`config.mk`:
```
export PLATFORM = sky130hd
export DESIGN_NAME = fpx_unit
export DESIGN_NICKNAME = d
export VERILOG_FILES = /design/src/core/fpx_pkg.sv /design/src/core/fpx_unit.sv
export SDC_FILE = /design/constraint.sdc
export NUM_CORES = 1
export LEC_CHECK = 0
export BUFFER_PORTS_ARGS = -buffer_cell sky130_fd_sc_hd__buf_2
export CORE_AREA = 2 2 146 148
export CTS_CLUSTER_SIZE = 30
export DETAILED_ROUTE_END_ITERATION = 8
export DIE_AREA = 0 0 148 150
export PLACE_DENSITY = 0.67
export SLEW_MARGIN = 30
export SYNTH_ARGS = -nofsm -noshare
export SYNTH_HDL_FRONTEND = slang
export SYNTH_SLANG_ARGS = --single-unit
```
`constraint.sdc`:
```
create_clock -name aclk -period 3.25 [get_ports aclk]
set_input_delay 0.325 -clock aclk [delete_from_list [all_inputs] [get_ports aclk]]
set_output_delay 0.325 -clock aclk [all_outputs]
set_load 0.02 [all_outputs]
```
`src/core/fpx_pkg.sv`:
```
// shared constants, types and helpers of the fp exception unit
package fpx_pkg;

  localparam int AW = 8;

  localparam logic [7:0] ADDR_FEAT = 8'h00;
  localparam logic [7:0] ADDR_CTRL = 8'h04;
  localparam logic [7:0] ADDR_EXCS = 8'h08;

  localparam logic [1:0] RESP_OKAY   = 2'h0;
  localparam logic [1:0] RESP_SLVERR = 2'h2;

  // arch_feature_mask_query bit that reports precise fp exceptions
  localparam int          FEAT_PRECISE = 9;
  localparam logic [31:0] FEAT_WORD    = 32'h0000_0001 << FEAT_PRECISE;

  // fp_control_register fields
  localparam int CTRL_DNZ  = 0;
  localparam int CTRL_UNDERFLOW_TO_ZERO_BIT = 1;
  localparam int CTRL_DIS  = 2;
  localparam int CTRL_STS  = 8;

  // exception bit order: status, disables, summary and result flags
  localparam int EX_INV  = 0;
  localparam int EX_DZE  = 1;
  localparam int EX_OVF  = 2;
  localparam int EX_UNF  = 3;
  localparam int EX_INE  = 4;
  localparam int EXS_DEN = 5;

  localparam logic [10:0] EXP_ONES  = 11'h7FF;
  localparam logic [63:0] QBIT_MASK = 64'h0008_0000_0000_0000;

  typedef enum logic [3:0] {
    OP_ADD   = 4'h0,
    OP_SUB   = 4'h1,
    OP_MUL   = 4'h2,
    OP_DIV   = 4'h3,
    OP_SQRT  = 4'h4,
    OP_CMPEQ = 4'h5,
    OP_CMPUN = 4'h6,
    OP_CMPLT = 4'h7,
    OP_CMPLE = 4'h8,
    OP_CVTFF = 4'h9,
    OP_NARTH = 4'hA,
    OP_VSQRT = 4'hB,
    OP_TRAP_BARRIER_OP = 4'hC
  } fpx_op_e;

  typedef enum logic [2:0] {
    CL_ZERO = 3'h0,
    CL_NORM = 3'h1,
    CL_DEN  = 3'h2,
    CL_INF  = 3'h3,
    CL_QNAN = 3'h4,
    CL_SNAN = 3'h5
  } fpx_cls_e;

  // flush turns a denormal into a zero of the same sign
  function automatic fpx_cls_e fpx_class(input logic [63:0] v, input logic flush);
    fpx_cls_e c;
    c = CL_NORM;
    if (v[62:52] == EXP_ONES) begin
      if (v[51:0] == 52'h0) c = CL_INF;
      else if (v[51]) c = CL_QNAN;
      else c = CL_SNAN;
    end else if (v[62:52] == 11'h000) begin
      if (v[51:0] == 52'h0 || flush) c = CL_ZERO;
      else c = CL_DEN;
    end
    return c;
  endfunction

  function automatic logic [63:0] fpx_inf(input logic sgn);
    return {sgn, EXP_ONES, 52'h0};
  endfunction

endpackage

```
`src/core/fpx_unit.sv`:
```
// fp exception unit: special operands, trap decision, control and summary registers
//
// Our own choices: the AXI4-Lite slave port and the placing of the registers.
`timescale 1ns/1ns
`default_nettype none
module fpx_unit #(
  parameter logic [63:0] CANON_QNAN = 64'hFFF8_0000_0000_0000,
  parameter logic [63:0] CMP_TRUE   = 64'h4000_0000_0000_0000
) (
  input  wire  logic                   aclk,
  input  wire  logic                   aresetn,
  input  wire  logic [fpx_pkg::AW-1:0] awaddr,
  input  wire  logic                   awvalid,
  output logic                         awready,
  input  wire  logic [31:0]            wdata,
  input  wire  logic [3:0]             wstrb,
  input  wire  logic                   wvalid,
  output logic                         wready,
  output logic [1:0]                   bresp,
  output logic                         bvalid,
  input  wire  logic                   bready,
  input  wire  logic [fpx_pkg::AW-1:0] araddr,
  input  wire  logic                   arvalid,
  output logic                         arready,
  output logic [31:0]                  rdata,
  output logic [1:0]                   rresp,
  output logic                         rvalid,
  input  wire  logic                   rready,
  input  wire  logic                   op_valid,
  input  wire  fpx_pkg::fpx_op_e       op_kind,
  input  wire  logic                   op_sw,
  input  wire  logic                   op_uen,
  input  wire  logic                   op_ien,
  input  wire  logic [63:0]            op_a,
  input  wire  logic [63:0]            op_b,
  input  wire  logic [63:0]            dp_result,
  input  wire  logic                   dp_ovf,
  input  wire  logic                   dp_unf,
  input  wire  logic                   dp_ine,
  input  wire  logic                   dp_cmp,
  output logic                         res_valid,
  output logic [63:0]                  res_data,
  output logic [4:0]                   res_exc,
  output logic                         arith_trap,
  output logic                         denorm_trap
);
  import fpx_pkg::*;

  typedef struct packed {
    logic        awh;
    logic [7:0]  awa;
    logic        wh;
    logic [31:0] wd;
    logic [3:0]  ws;
    logic        awr;
    logic        wr;
    logic        bv;
    logic [1:0]  br;
    logic        arr;
    logic        rv;
    logic [31:0] rd;
    logic [1:0]  rr;
    logic        denormal_to_zero_bit;
    logic        underflow_to_zero_bit;
    logic [4:0]  dis;
    logic [4:0]  sts;
    logic [5:0]  exs;
    logic        rval;
    logic [63:0] res;
    logic [4:0]  rexc;
    logic        trap;
    logic        dtrap;
  } fpx_st_s;

  fpx_st_s s, n;

  function automatic logic [31:0] wmerge(input logic [31:0] old, input logic [31:0] nw,
                                         input logic [3:0] strb);
    logic [31:0] r;
    r = old;
    for (int i = 0; i < 4; i++) begin
      if (strb[i]) r[8*i +: 8] = nw[8*i +: 8];
    end
    return r;
  endfunction

  logic        flush_c;
  fpx_cls_e    ca;
  fpx_cls_e    cb;
  logic        bin_op;
  logic        arith;
  logic        a_nan;
  logic        b_nan;
  logic        any_snan;
  logic        has_dn;
  logic        dtrap_c;
  logic        commit;
  logic        wr_go;
  logic        ctrl_we;
  logic [31:0] ctrl_word;
  logic [63:0] nan_res;
  logic        sx;
  logic        effsub;
  logic        spec;
  logic [63:0] r_c;
  logic [4:0]  exc_c;
  logic [4:0]  en_c;
  logic [4:0]  trapbits;
  logic [31:0] cw;

  // denormals become zero only for software-completion ops with the flush bit set
  assign flush_c  = s.denormal_to_zero_bit & op_sw;
  assign ca       = fpx_class(op_a, flush_c);
  assign cb       = fpx_class(op_b, flush_c);
  assign bin_op   = op_kind inside {OP_ADD, OP_SUB, OP_MUL, OP_DIV, OP_CMPEQ, OP_CMPUN, OP_CMPLT, OP_CMPLE};
  // sign copies, conditional moves, control moves and vax roots are not IEEE arithmetic
  assign arith    = bin_op | (op_kind inside {OP_SQRT, OP_CVTFF});
  assign a_nan    = bin_op & (ca == CL_QNAN || ca == CL_SNAN);
  assign b_nan    = cb == CL_QNAN || cb == CL_SNAN;
  assign any_snan = (bin_op & ca == CL_SNAN) | (cb == CL_SNAN);
  assign has_dn   = arith & ((bin_op & fpx_class(op_a, 1'b0) == CL_DEN) | (fpx_class(op_b, 1'b0) == CL_DEN));
  assign dtrap_c  = has_dn & ~flush_c;
  assign commit   = op_valid & (op_kind != OP_TRAP_BARRIER_OP);
  assign nan_res  = (a_nan ? op_a : op_b) | QBIT_MASK;
  assign sx       = op_a[63] ^ op_b[63];
  assign effsub   = sx ^ (op_kind == OP_SUB);
  assign wr_go    = s.awh & s.wh & ~s.bv;
  assign ctrl_we  = wr_go & (s.awa == ADDR_CTRL);
  assign ctrl_word = {19'h0, s.sts, 1'b0, s.dis, s.underflow_to_zero_bit, s.denormal_to_zero_bit};
  // underflow and inexact trap only when the instruction enables them
  assign en_c     = {op_ien, op_uen, 3'b111};

  always_comb begin
    n     = s;
    spec  = 1'b1;
    r_c   = dp_result;
    exc_c = 5'h00;
    cw    = 32'h0000_0000;
    // input operand conditions first; they decide the result outright
    case (op_kind)
      OP_ADD, OP_SUB, OP_MUL: begin
        if (a_nan || b_nan) begin
          r_c = nan_res;
          exc_c[EX_INV] = any_snan;
        end else if (op_kind != OP_MUL && ca == CL_INF && cb == CL_INF && effsub) begin
          r_c = CANON_QNAN;
          exc_c[EX_INV] = 1'b1;
        end else if (op_kind == OP_MUL && ((ca == CL_INF && cb == CL_ZERO) || (ca == CL_ZERO && cb == CL_INF))) begin
          r_c = CANON_QNAN;
          exc_c[EX_INV] = 1'b1;
        end else if (op_kind == OP_MUL && (ca == CL_INF || cb == CL_INF)) begin
          r_c = fpx_inf(sx);
        end else if (ca == CL_INF) begin
          r_c = fpx_inf(op_a[63]);
        end else if (cb == CL_INF) begin
          r_c = fpx_inf(op_b[63] ^ (op_kind == OP_SUB));
        end else begin
          spec = 1'b0;
        end
      end
      OP_DIV: begin
        if (a_nan || b_nan) begin
          r_c = nan_res;
          exc_c[EX_INV] = any_snan;
        end else if ((ca == CL_ZERO && cb == CL_ZERO) || (ca == CL_INF && cb == CL_INF)) begin
          r_c = CANON_QNAN;
          exc_c[EX_INV] = 1'b1;
        end else if (cb == CL_ZERO) begin
          r_c = fpx_inf(sx);
          exc_c[EX_DZE] = 1'b1;
        end else if (cb == CL_INF) begin
          r_c = {sx, 63'h0};
        end else if (ca == CL_INF) begin
          r_c = fpx_inf(sx);
        end else begin
          spec = 1'b0;
        end
      end
      OP_SQRT: begin
        if (b_nan) begin
          r_c = nan_res;
          exc_c[EX_INV] = any_snan;
        end else if (cb == CL_ZERO) begin
          r_c = {op_b[63], 63'h0};
        end else if (op_b[63]) begin
          r_c = CANON_QNAN;
          exc_c[EX_INV] = 1'b1;
        end else if (cb == CL_INF) begin
          r_c = fpx_inf(1'b0);
        end else begin
          spec = 1'b0;
        end
      end
      OP_CVTFF: begin
        if (b_nan) begin
          r_c = nan_res;
          exc_c[EX_INV] = any_snan;
        end else if (cb == CL_INF) begin
          r_c = fpx_inf(op_b[63]);
        end else begin
          spec = 1'b0;
        end
      end
      OP_CMPEQ, OP_CMPUN, OP_CMPLT, OP_CMPLE: begin
        if (a_nan || b_nan) begin
          r_c = (op_kind == OP_CMPUN) ? CMP_TRUE : 64'h0;
          exc_c[EX_INV] = (op_kind inside {OP_CMPLT, OP_CMPLE}) ? 1'b1 : any_snan;
        end else begin
          r_c = (op_kind == OP_CMPUN) ? 64'h0 : (dp_cmp ? CMP_TRUE : 64'h0);
        end
      end
      default: begin
        // vax roots and non-arithmetic moves take the datapath value as is
        r_c = dp_result;
      end
    endcase
    // result conditions only when no input condition decided the result
    if (!spec && op_kind inside {OP_ADD, OP_SUB, OP_MUL, OP_DIV, OP_CVTFF}) begin
      exc_c[EX_OVF] = dp_ovf;
      exc_c[EX_UNF] = dp_unf;
      exc_c[EX_INE] = dp_ine;
      if (dp_unf) r_c = 64'h0;
      else if (dp_ovf) r_c = fpx_inf(dp_result[63]);
    end else if (!spec && op_kind == OP_SQRT) begin
      exc_c[EX_INE] = dp_ine;
    end
    trapbits = exc_c & en_c & ~(op_sw ? s.dis : 5'h00);

    // register bus, write side
    if (awvalid && s.awr) begin
      n.awh = 1'b1;
      n.awa = awaddr;
    end
    if (wvalid && s.wr) begin
      n.wh = 1'b1;
      n.wd = wdata;
      n.ws = wstrb;
    end
    if (s.bv && bready) n.bv = 1'b0;
    if (wr_go) begin
      n.awh = 1'b0;
      n.wh  = 1'b0;
      n.bv  = 1'b1;
      n.br  = RESP_OKAY;
      if (s.awa == ADDR_CTRL) begin
        cw     = wmerge(ctrl_word, s.wd, s.ws);
        n.denormal_to_zero_bit  = cw[CTRL_DNZ];
        n.underflow_to_zero_bit = cw[CTRL_UNDERFLOW_TO_ZERO_BIT];
        n.dis  = cw[CTRL_DIS +: 5];
        n.sts  = cw[CTRL_STS +: 5];
      end else if (s.awa == ADDR_EXCS) begin
        cw    = wmerge(32'h0000_0000, s.wd, s.ws);
        n.exs = s.exs & ~cw[5:0];
      end else if (s.awa != ADDR_FEAT) begin
        n.br = RESP_SLVERR;
      end
    end
    n.awr = ~n.awh;
    n.wr  = ~n.wh;

    // register bus, read side
    if (s.rv && rready) n.rv = 1'b0;
    if (arvalid && s.arr) begin
      n.rv = 1'b1;
      n.rr = RESP_OKAY;
      if (araddr == ADDR_FEAT) n.rd = FEAT_WORD;
      else if (araddr == ADDR_CTRL) n.rd = ctrl_word;
      else if (araddr == ADDR_EXCS) n.rd = {26'h0, s.exs};
      else begin
        n.rd = 32'h0000_0000;
        n.rr = RESP_SLVERR;
      end
    end
    n.arr = ~n.rv;

    // commit: events are ORed after the bus write so a set beats a clear
    n.rval  = commit;
    n.trap  = 1'b0;
    n.dtrap = 1'b0;
    if (commit) begin
      n.res  = r_c;
      n.rexc = exc_c;
      n.sts  = n.sts | exc_c;
      if (dtrap_c) begin
        n.dtrap        = 1'b1;
        n.exs[EXS_DEN] = 1'b1;
      end else if (trapbits != 5'h00) begin
        n.trap     = 1'b1;
        n.exs[4:0] = n.exs[4:0] | trapbits;
      end
    end
  end

  always_ff @(posedge aclk) begin
    if (!aresetn) s <= '0;
    else s <= n;
  end

  assign awready     = s.awr;
  assign wready      = s.wr;
  assign bvalid      = s.bv;
  assign bresp       = s.br;
  assign arready     = s.arr;
  assign rvalid      = s.rv;
  assign rdata       = s.rd;
  assign rresp       = s.rr;
  assign res_valid   = s.rval;
  assign res_data    = s.res;
  assign res_exc     = s.rexc;
  assign arith_trap  = s.trap;
  assign denorm_trap = s.dtrap;
endmodule
`default_nettype wire

```
# Yosys cells after proc, flatten, opt, wreduce, memory -nomap -nowiden
# Index checks and enable logic that the tools add are counted.
[totals] regBits=177 latchBits=0 ramBits=0 romBits=0 in_bits=263 out_inout_bits=113 n_memories=0
[op_classes] n_addsub=0 mul=0 div_mod_pow=0 magnitude_cmp=0 eq_ne=25 n_shift=0 n_mux=110 n_bitwise=29 n_reduce_logical=45
[ops] cell="64-bit two-way mux" count=21
[ops] cell="64-bit case mux with 5 select lines" count=1
[ops] cell="63-bit two-way mux" count=4
[ops] cell="52-bit zero test" count=2
[ops] cell="6-bit two-way mux" count=7
[ops] cell="1-bit two-way mux" count=41
[ops] cell="37-bit two-way mux" count=1
[ops] cell="35-bit two-way mux" count=1
[ops] cell="32-bit two-way mux" count=1
[ops] cell="2-bit two-way mux" count=15
[ops] cell="5-bit two-way mux" count=5
[ops] cell="11-bit equality test (second input constant)" count=2
[ops] cell="11-bit zero test" count=2
[ops] cell="11-bit two-way mux" count=2
[ops] cell="3-bit two-way mux" count=7
[ops] cell="4-bit by 3-bit equality test with 1-bit output (second input constant)" count=4
[ops] cell="8-bit by 3-bit equality test with 1-bit output (second input constant)" count=2
[ops] cell="8-bit by 4-bit equality test with 1-bit output (second input constant)" count=2
[ops] cell="1-bit logical AND" count=16
[ops] cell="8-bit nonzero test" count=2
[ops] cell="13-bit two-way mux" count=1
[ops] cell="3-bit by 2-bit equality test with 1-bit output (second input constant)" count=4
[ops] cell="3-bit equality test (second input constant)" count=4
[ops] cell="5-bit AND" count=2
[ops] cell="other kinds (27)" count=60

# Depth between registers and ports, before layout
# Gate-level depths: netlist of the first run.
[depth] word_depth=23 depth_mapped=11

# Worst setup path before layout of the first run
# Ideal clock, no wire load.
[synth_path] path_kind="input -> register" start="input port op_a[15]" end="register s (netlist bit res_data[52])" arrival_time_ns=2.300 required_time_ns=3.128 path_slack_ns=0.828 cell_stages=8 n_path_buf=0 cell_sequence="nor4_1 nand4_1 nor4_4 o22ai_4 nor3_2 nor2_1 o31a_1 a221o_1"
[synth_between] elab_chain_cells=16 word_cells_on_any_way=56 classes_between="eq/ne (3); mux (33); bitwise (1); reduce/logical (19)"
[synth_lines] element="start, declared" line_no="fpx_unit.sv:34" source="input wire logic [63:0] op_a,"
[synth_lines] element="52-bit zero test (*)" line_no="fpx_pkg.sv:64, fpx_pkg.sv:68"
[synth_lines] element="1-bit logical OR" line_no="fpx_pkg.sv:68" source="if (v[51:0] == 52'h0 || flush) c = CL_ZERO;"
[synth_lines] element="2-bit two-way mux" line_no="fpx_pkg.sv:68"
[synth_lines] element="2-bit two-way mux" line_no="fpx_pkg.sv:67" source="end else if (v[62:52] == 11'h000) begin"
[synth_lines] element="3-bit two-way mux (*)" line_no="fpx_pkg.sv:63" source="if (v[62:52] == EXP_ONES) begin"
[synth_lines] element="3-bit by 2-bit equality test with 1-bit output or 3-bit zero test (tied branches)"
[synth_lines] element="1-bit logical OR or 1-bit logical AND (tied branches)" line_no="fpx_unit.sv:151, fpx_unit.sv:148"
[synth_lines] element="1-bit logical AND or 1-bit logical OR (tied branches)" line_no="fpx_unit.sv:151, fpx_unit.sv:148"
[synth_lines] element="64-bit two-way mux (tied with other cells)" line_no="fpx_unit.sv:151" source="end else if (op_kind == OP_MUL && (ca == CL_INF || cb == CL_INF)) begin"
[synth_lines] element="64-bit two-way mux or 1-bit two-way mux (tied branches)" line_no="fpx_unit.sv:148" source="end else if (op_kind == OP_MUL && ((ca == CL_INF && cb == CL_ZERO) || (ca == CL_ZERO && cb == CL_INF))) begin"
[synth_lines] element="64-bit two-way mux or 1-bit two-way mux (tied branches)" line_no="fpx_unit.sv:145" source="end else if (op_kind != OP_MUL && ca == CL_INF && cb == CL_INF && effsub) begin"
[synth_lines] element="64-bit two-way mux or 1-bit two-way mux (tied branches)" line_no="fpx_unit.sv:142" source="if (a_nan || b_nan) begin"
[synth_lines] element="64-bit case mux with 5 select lines or 1-bit case mux with 4 select lines (tied branches)" line_no="fpx_unit.sv:140" source="case (op_kind)"
[synth_lines] element="64-bit two-way mux or 1-bit zero test (tied branches)" line_no="fpx_unit.sv:223, fpx_unit.sv:218"
[synth_lines] element="64-bit two-way mux or 1-bit logical AND (tied branches)" line_no="fpx_unit.sv:222, fpx_unit.sv:218"
[synth_lines] element="64-bit two-way mux (*)" line_no="fpx_unit.sv:218" source="if (!spec && op_kind inside {OP_ADD, OP_SUB, OP_MUL, OP_DIV, OP_CVTFF}) begin"
[synth_lines] element="end signal, assigned" line_no="fpx_unit.sv:296" source="else s <= n;"
[synth_lines] element="end, declared" line_no="fpx_unit.sv:75" source="fpx_st_s s, n;"
# Every way passes the cells marked *; elsewhere a longest branch is shown, timed or not.
# A chain may end at the register's enable or synchronous reset.

# Final worst setup path of the first run
[layout_path] start="input port op_b[47]" end="register s (netlist bit res_data[53])"
[layout_between] elab_chain_cells=16 word_cells_on_any_way=61 classes_between="eq/ne (3); mux (40); reduce/logical (18)"
[layout_lines] element="start, declared" line_no="fpx_unit.sv:35" source="input wire logic [63:0] op_b,"
[layout_lines] element="52-bit zero test (*)" line_no="fpx_pkg.sv:64, fpx_pkg.sv:68"
[layout_lines] element="1-bit logical OR" line_no="fpx_pkg.sv:68"
[layout_lines] element="2-bit two-way mux" line_no="fpx_pkg.sv:68"
[layout_lines] element="2-bit two-way mux" line_no="fpx_pkg.sv:67"
[layout_lines] element="3-bit two-way mux (*)" line_no="fpx_pkg.sv:63"
[layout_lines] element="3-bit by 2-bit equality test with 1-bit output or 3-bit zero test (tied branches)"
[layout_lines] element="64-bit two-way mux (tied with other cells)" line_no="fpx_unit.sv:155" source="end else if (cb == CL_INF) begin"
[layout_lines] element="64-bit two-way mux (tied with other cells)" line_no="fpx_unit.sv:153" source="end else if (ca == CL_INF) begin"
[layout_lines] element="64-bit two-way mux (tied with other cells)" line_no="fpx_unit.sv:151"
[layout_lines] element="64-bit two-way mux or 1-bit two-way mux (tied branches)" line_no="fpx_unit.sv:148"
[layout_lines] element="64-bit two-way mux or 1-bit two-way mux (tied branches)" line_no="fpx_unit.sv:145"
[layout_lines] element="64-bit two-way mux or 1-bit two-way mux (tied branches)" line_no="fpx_unit.sv:142"
[layout_lines] element="64-bit case mux with 5 select lines or 1-bit case mux with 4 select lines (tied branches)" line_no="fpx_unit.sv:140"
[layout_lines] element="64-bit two-way mux or 1-bit zero test (tied branches)" line_no="fpx_unit.sv:223, fpx_unit.sv:218"
[layout_lines] element="64-bit two-way mux or 1-bit logical AND (tied branches)" line_no="fpx_unit.sv:222, fpx_unit.sv:218"
[layout_lines] element="64-bit two-way mux (*)" line_no="fpx_unit.sv:218"
# Marked as above.

==> impl_metrics.ini, run 1 <==
[place]
detailedPlacementHpwl_um = 20200
detailed_place.area_um2 = 9030
port_buffers = 331
finalWeightedCongestion = 0.917

[clock_network]
cts_max_level = 4
cts_inserted_buffers = 17
cts.clk_slew.worst_paths_ns = 0.06
ctsHoldBuffers = 0
clock_sink_count = 133
cts-root-buf = sky130_fd_sc_hd__clkbuf_16
cts.repair.resized = 0
clk-insertion-delay-late_ns = 0.42
post-cts-setup-buffers = 0
tritoncts = yes
clockBufferDepth = 2

[routing]
drcViolationCount = 0
route.vias.total = 8189
route.antenna.remaining_nets = 0
average_wire_per_cell_in_the_routed_design_um = 16.8
drt-initial-drc-count = 549
drt_pass1_iterations = 5
vias_per_cell = 5.26
drt_wl_total_um = 26200

[timing]
tns_ns = 0
clock_skew_ns = 0.00932
unrepaired_setup_endpoints_after_global_routing = false
worst_max_slew_pin_slew_ns = 0.642
fin_hold_ws_ns = 0.124
slew_viol_final = 0
clock_period_minus_final_worst_setup_slack_ns = 2.60
max_freq_mhz = 384
slew-limit-headroom = 0.568
setup-violations-final = 0
report.final.hold_viol_count = 0
post-route-period-util = 0.800

[synth]
synthDominantAreaCellType = sky130_fd_sc_hd__dfxtp_1
syn-mean-instance-area_um2 = 7.45
post_synth_main_area_contributors = sky130_fd_sc_hd__dfxtp_1 (35%), sky130_fd_sc_hd__nand2_1 (12%), sky130_fd_sc_hd__buf_4 (10%)
syn_area_um2 = 7670
async_reset_ff_frac = 0
synth.ff_latch_count = 133
most_used_dff_post_synth = sky130_fd_sc_hd__dfxtp_1
synth_enable_flop_cells = 0
synthesis.instances = 1030
yosysMostFrequentCell = sky130_fd_sc_hd__nand2_1
post_synth_most_frequent_cells = sky130_fd_sc_hd__nand2_1 (241), sky130_fd_sc_hd__dfxtp_1 (133), sky130_fd_sc_hd__a21oi_1 (119), sky130_fd_sc_hd__buf_4 (105), sky130_fd_sc_hd__o21ai_0 (48)
yosys.cell_types.count = 67
synth_seq_area_share = 0.347
synth_largest_type_area_fraction = 0.347
synthesis.yosys.warnings = 0

[setup_path]
critPathArrivalTime_ns = 2.97
critical_path_rt_ns = 3.62
reg2reg_depth = 6
critical_path.n_buffers_inverters = 2
worst_path_max_delay_cell = sky130_fd_sc_hd__nor4_1
critical_path.top_delay_family = simple AND/OR/NAND/NOR gates
r2r_setup_slack_ns = 0.91
timing.critical_path.fanout_max = 13
worstPathCellList = buf_2, nor4_1, nand3_1, nor4_4, buf_12, o211ai_1, and2_1, a21oi_2, o31a_1, a221o_1
reg2reg_to = ctrl_word[8]$_SDFF_PN0_
critPathLaunchType = input pin
critPathKind = in2reg
worst_setup_path_end_kind = flip-flop
reg2reg_from = s[169]$_SDFFE_PN0P_
crit_path_max_incr_delay_ns = 0.51

[min_path]
hp-start = dp_result[52]
whs_path_depth = 2
timing.hold.worst.class = in2reg
hold_end = res_data[52]$_SDFFE_PN0P_

[global_routing]
number_of_antenna_violations_at_the_first_check_in_global_routing = 1
grt_first_pass_wirelength_um = 38900
first_global_vias = 7360
grt_start_max_net_pins = 62
grt_overflow_total = 0
groute.usage.overall = 0.222

[final_layout]
register_area_um2 = 2660
fraction_of_final_layout_cells_sized_beyond_drive_strength_1 = 0.322
multi_input_comb_area_um2 = 4030
post_route_cell_area_um2 = 9670
filler_cell_count = 2146
flow.area_growth_from_synthesis_pct = 26.1
final_net_count = 1532

[floorplanning]
placeableCoreArea_um2 = 20700
fp.dieArea_um2 = 22200
die_h_um = 150
die_width_um = 148
io_pins = 376
floorplan.initialDensity = 0.371
rows = 53

[power_and_ir_drop]
power.density_cell_area_nw_per_um2 = 464
worst_ir_drop_vdd_v = 0.000343
leakage_power_figure_nw = 4.25

[job]
number_of_violations_of_the_max_capacitance_limit = 0

[outcome]
status = completed
## flip-flops by register name (all words and copies together), names as in the netlist
signal       flops
arith_trap       1
arready          1
awready          1
bresp            1
bvalid           1
ctrl_word       12
denorm_trap      1
rdata           12
res_data        64
res_exc          5
res_valid        1
rresp            1
rvalid           1
s               30
wready           1
## kinds of logic (layout without fill, tap and decap cells)
family          after synthesis  in the layout  synth area share
simple gates                410            410             0.249
compound gates              299            299             0.242
mux                          15             15            0.0199
buf+inv                     170            400             0.139
flops                       133            133             0.347
xor+xnor                      2              2           0.00228
other cells                   1             23          0.000489
## where the power goes
group | switching (W) | internal [W]
combinational | 0.000379 | 0.000248
clock | 0.000810 | 0.00131
sequential | 0.0000396 | 0.00170
total | 0.00123 | 0.00326
## worst register-to-register path: stages, from the launching register on
cell                       delay [ns]
sky130_fd_sc_hd__dfxtp_1         0.31
sky130_fd_sc_hd__or4_1           0.51
sky130_fd_sc_hd__nor3_1          0.31
sky130_fd_sc_hd__nand4_1         0.40
sky130_fd_sc_hd__mux2_2          0.41
sky130_fd_sc_hd__a211oi_1        0.21
sky130_fd_sc_hd__nor2_1          0.07
## layout by cell type, fill, tap and decap left out, drive strengths merged, types with 4 or more instances in the layout
cell type and instances:
nor4 37, a32oi 4, conb 22, a221o 6
o22ai 5, buf 362, a222oi 6, nand2 241
a22oi 8, a21boi 37, o2111ai 4, mux2i 13
nor2b 24, o21ai 67, inv 14, o211ai 10
nor3b 4, nand2b 5, bufinv 4, a31oi 8
nand3 28, nor3 10, dfxtp 133, and2 9
o21a 5, a21oi 120, nor2 27, clkbuf 17
nand4 14
## metal layers
metal | wire length [um] | track usage | up-vias | part of all wire
met2 | 12600 | 0.379 | 330 | 0.48
met3 | 2040 | 0.0479 | 39 | 0.078
met1 | 10900 | 0.276 | 3820 | 0.42
met4 | 688 | 0.0824 | 0 | 0.026
met5 | 0 | 0 | - | 0
li1 | - | - | 4000 | -
## through the flow
| stage | util | cells | worst slack (ns) | total power (W) |
|---|---|---|---|---|
| 4_1_cts | 0.467 | 1556 | 0.741 | 0.00454 |
| 2_1_floorplan | - | 1051 | 0.828 | 0.00217 |
| 3_5_place_dp | 0.436 | 1525 | 0.313 | 0.00240 |
| 3_3_place_gp | 0.436 | 1525 | 0.327 | 0.00240 |
| 6_report | 0.468 | 1557 | 0.649 | 0.00449 |
| 5_1_grt | 0.468 | 1557 | 0.531 | 0.00467 |
## cell type report
cell class                 count  area share
multi-input combinational    748       0.417
sequential                   133       0.275
timing repair buffer         362       0.203
clock buffer                  17      0.0440
tap                          275      0.0356
clock inverter                14      0.0224
inverter                       7     0.00272
antenna                        1    0.000259
## how the worst max path moves through the flow
stage	startpoint	endpoint	slack, ns	cells after the start
floorplan	op_a[15]	res_data[52]$_SDFFE_PN0P_	0.83	8
global placement	op_b[15]	arith_trap$_SDFF_PP0_	0.33	11
detailed placement	op_b[15]	res_data[55]$_SDFFE_PN0P_	0.31	10
CTS	op_b[47]	res_data[59]$_SDFFE_PN0P_	0.74	10
global route	op_b[20]	res_data[55]$_SDFFE_PN0P_	0.53	10
finish	op_b[47]	res_data[53]$_SDFFE_PN0P_	0.65	10
Note: power is estimated with default switching activity, not from simulation.
==> run 2, diff against run 1 <==
--- a/config.mk
+++ b/config.mk
@@ -5,11 +5,12 @@
 export SDC_FILE = /design/constraint.sdc
 export NUM_CORES = 1
 export LEC_CHECK = 0
+export ABC_AREA = 1
 export BUFFER_PORTS_ARGS = -buffer_cell sky130_fd_sc_hd__buf_2
-export CORE_AREA = 2 2 146 148
+export CORE_MARGIN = 2
+export CORE_UTILIZATION = 40
 export CTS_CLUSTER_SIZE = 30
 export DETAILED_ROUTE_END_ITERATION = 8
-export DIE_AREA = 0 0 148 150
 export PLACE_DENSITY = 0.67
 export SLEW_MARGIN = 30
 export SYNTH_ARGS = -nofsm -noshare
==> constraint.sdc (replaced) <==
create_clock -name aclk -period 2.4 [get_ports aclk]
set_input_delay 0.24 -clock aclk [delete_from_list [all_inputs] [get_ports aclk]]
set_output_delay 0.24 -clock aclk [all_outputs]
set_load 0.02 [all_outputs]
==> impl_metrics.ini, run 2 <==
[outcome]
status = completed

[min_path]
timing.hold.worst.class = in2reg
whs_path_depth = 4
hold_end = bvalid$_SDFFE_PN0P_
hp-start = bready

[synth]
syn-mean-instance-area_um2 = 6.04
post_synth_most_frequent_cells = sky130_fd_sc_hd__nand2_1 (369), sky130_fd_sc_hd__nor2_1 (345), sky130_fd_sc_hd__dfxtp_1 (133), sky130_fd_sc_hd__inv_1 (129), sky130_fd_sc_hd__a21oi_1 (112)
synth_enable_flop_cells = 0
synth_seq_area_share = 0.269
synthesis.yosys.warnings = 0
synth.ff_latch_count = 133
synthDominantAreaCellType = sky130_fd_sc_hd__dfxtp_1
yosys.cell_types.count = 42
most_used_dff_post_synth = sky130_fd_sc_hd__dfxtp_1
post_synth_main_area_contributors = sky130_fd_sc_hd__dfxtp_1 (27%), sky130_fd_sc_hd__nand2_1 (14%), sky130_fd_sc_hd__nor2_1 (13%)
syn_area_um2 = 9900
synth_largest_type_area_fraction = 0.269
yosysMostFrequentCell = sky130_fd_sc_hd__nand2_1
async_reset_ff_frac = 0
synthesis.instances = 1639

[timing]
setup-violations-final = 0
slew-limit-headroom = 0.612
unrepaired_setup_endpoints_after_global_routing = true
clock_period_minus_final_worst_setup_slack_ns = 2.14
post-route-period-util = 0.890
report.final.hold_viol_count = 0
fin_hold_ws_ns = 0.0522
slew_viol_final = 0
max_freq_mhz = 468
clock_skew_ns = 0.00953
tns_ns = 0
worst_max_slew_pin_slew_ns = 0.579

[routing]
drt-initial-drc-count = 886
drt_pass1_iterations = 5
vias_per_cell = 5.05
drcViolationCount = 0
route.vias.total = 11500
route.antenna.remaining_nets = 0
average_wire_per_cell_in_the_routed_design_um = 15.0
drt_wl_total_um = 34100

[final_layout]
most_frequent_cells_in_the_layout = sky130_fd_sc_hd__nand2_1 (369), sky130_fd_sc_hd__nor2_1 (342), sky130_fd_sc_hd__buf_2 (331), sky130_fd_sc_hd__dfxtp_1 (133), sky130_fd_sc_hd__inv_1 (128)
largest_reg_flops = 64
flow.area_growth_from_synthesis_pct = 25.9
fraction_of_final_layout_cells_sized_beyond_drive_strength_1 = 0.256
final_common_cell = sky130_fd_sc_hd__nand2_1
final_net_count = 2193

[clock_network]
clock_sink_count = 133
cts.clk_slew.worst_paths_ns = 0.07
cts.repair.resized = 0
clk-insertion-delay-late_ns = 0.43
tritoncts = yes
cts_inserted_buffers = 17
clockBufferDepth = 2
ctsHoldBuffers = 0
post-cts-setup-buffers = 0
cts-root-buf = sky130_fd_sc_hd__clkbuf_16
cts_max_level = 4

[setup_path]
timing.critical_path.fanout_max = 43
critPathArrivalTime_ns = 2.46
r2r_setup_slack_ns = 0.29
worst_setup_path_end_kind = flip-flop
reg2reg_to = res_data[1]$_SDFFE_PN0P_
critPathLaunchType = input pin
reg2reg_depth = 17
critPathKind = in2reg
reg2reg_from = ctrl_word[0]$_SDFFE_PN0P_
critical_path_rt_ns = 2.72

[floorplanning]
floorplan.initialDensity = 0.407
die_width_um = 161
rows = 57
die_h_um = 161
placeableCoreArea_um2 = 24300
io_pins = 376
fp.dieArea_um2 = 26000

[global_routing]
number_of_antenna_violations_at_the_first_check_in_global_routing = 4
grt_first_pass_wirelength_um = 54000
grt_start_max_net_pins = 53
grt_overflow_total = 0
groute.usage.overall = 0.257
first_global_vias = 10800

[place]
finalWeightedCongestion = 0.888
detailedPlacementHpwl_um = 25700
port_buffers = 331

[job]
number_of_violations_of_the_max_capacitance_limit = 0

[power_and_ir_drop]
leakage_power_figure_nw = 6.75
power.density_cell_area_nw_per_um2 = 541
worst_ir_drop_vdd_v = 0.000321
[run 2: worst max-delay path by stage]
| stage | to | start |
|---|---|---|
| finish | res_data[45]$_SDFFE_PN0P_ | op_a[28] |
| global route | res_data[25]$_SDFFE_PN0P_ | op_b[8] |
| CTS | res_data[1]$_SDFFE_PN0P_ | ctrl_word[0]$_SDFFE_PN0P_ |
| detailed placement | res_data[40]$_SDFFE_PN0P_ | op_a[28] |
| global placement | res_data[27]$_SDFFE_PN0P_ | op_a[28] |
| floorplan | res_data[4]$_SDFFE_PN0P_ | op_a[46] |
[run 2: layout make-up]
| cell class | instances | area (um^2) |
|---|---|---|
| Multi-Input combinational cell | 1213 | 5680 |
| Sequential cell | 133 | 2660 |
| Fill cell | 2585 | 11900 |
| Clock buffer | 17 | 425 |
| Tap cell | 324 | 405 |
| Clock inverter | 15 | 201 |
| Timing Repair Buffer | 430 | 2560 |
| Inverter | 135 | 507 |
| Antenna cell | 4 | 10.0 |
[run 2: worst max-delay path, stage by stage]
cell	delay, ns
sky130_fd_sc_hd__buf_2	0.10
sky130_fd_sc_hd__nor2_1	0.14
sky130_fd_sc_hd__nand2_1	0.06
sky130_fd_sc_hd__nor2_1	0.12
sky130_fd_sc_hd__nand2_1	0.09
sky130_fd_sc_hd__nor2_1	0.21
sky130_fd_sc_hd__nand2_1	0.18
sky130_fd_sc_hd__nand2_4	0.17
sky130_fd_sc_hd__nand2_4	0.09
sky130_fd_sc_hd__buf_4	0.16
sky130_fd_sc_hd__inv_2	0.13
sky130_fd_sc_hd__buf_12	0.24
sky130_fd_sc_hd__o22ai_1	0.15
sky130_fd_sc_hd__a21oi_1	0.18
sky130_fd_sc_hd__nor2_1	0.06
sky130_fd_sc_hd__nand2_1	0.05
sky130_fd_sc_hd__nand2_1	0.05
[run 2: stage by stage]
stage                     total power (W)  setup WS (ns)   util  std cells  instance area, um^2
final                             0.00674          0.264  0.512       2271                12500
after detailed placement          0.00395         -0.112  0.486       2235                11800
after global routing              0.00709        -0.0179  0.512       2271                12500
after floorplan                   0.00348          0.344      -       1660                 9970
after CTS                         0.00678          0.295  0.512       2267                12400
after global placement            0.00392        -0.0894  0.486       2235                11800
[run 2: kinds of logic after synthesis]
logic type      after synthesis  share of synthesized area
compound gates              324                      0.178
xor+xnor                      3                    0.00266
buf+inv                     314                      0.168
flops                       133                      0.269
mux                          47                     0.0475
other cells                   1                   0.000379
simple gates                817                      0.335
[run 2: metal layers]
metal / vias to the layer above / GRT usage / routed length (um) / part of all wire
li1: 5767 / - / - / -
met3: 71 / 0.0447 / 2460 / 0.072
met2: 505 / 0.429 / 15900 / 0.47
met1: 5133 / 0.329 / 14700 / 0.43
met4: 0 / 0.104 / 1010 / 0.030
met5: - / 0 / 0 / 0
[run 2: power by group]
part / internal, W / switching [W] / total [W]
clock: 0.00160 / 0.00122 / 0.00283
combinational: 0.000580 / 0.000926 / 0.00151
sequential: 0.00234 / 0.0000670 / 0.00241
total: 0.00453 / 0.00222 / 0.00674
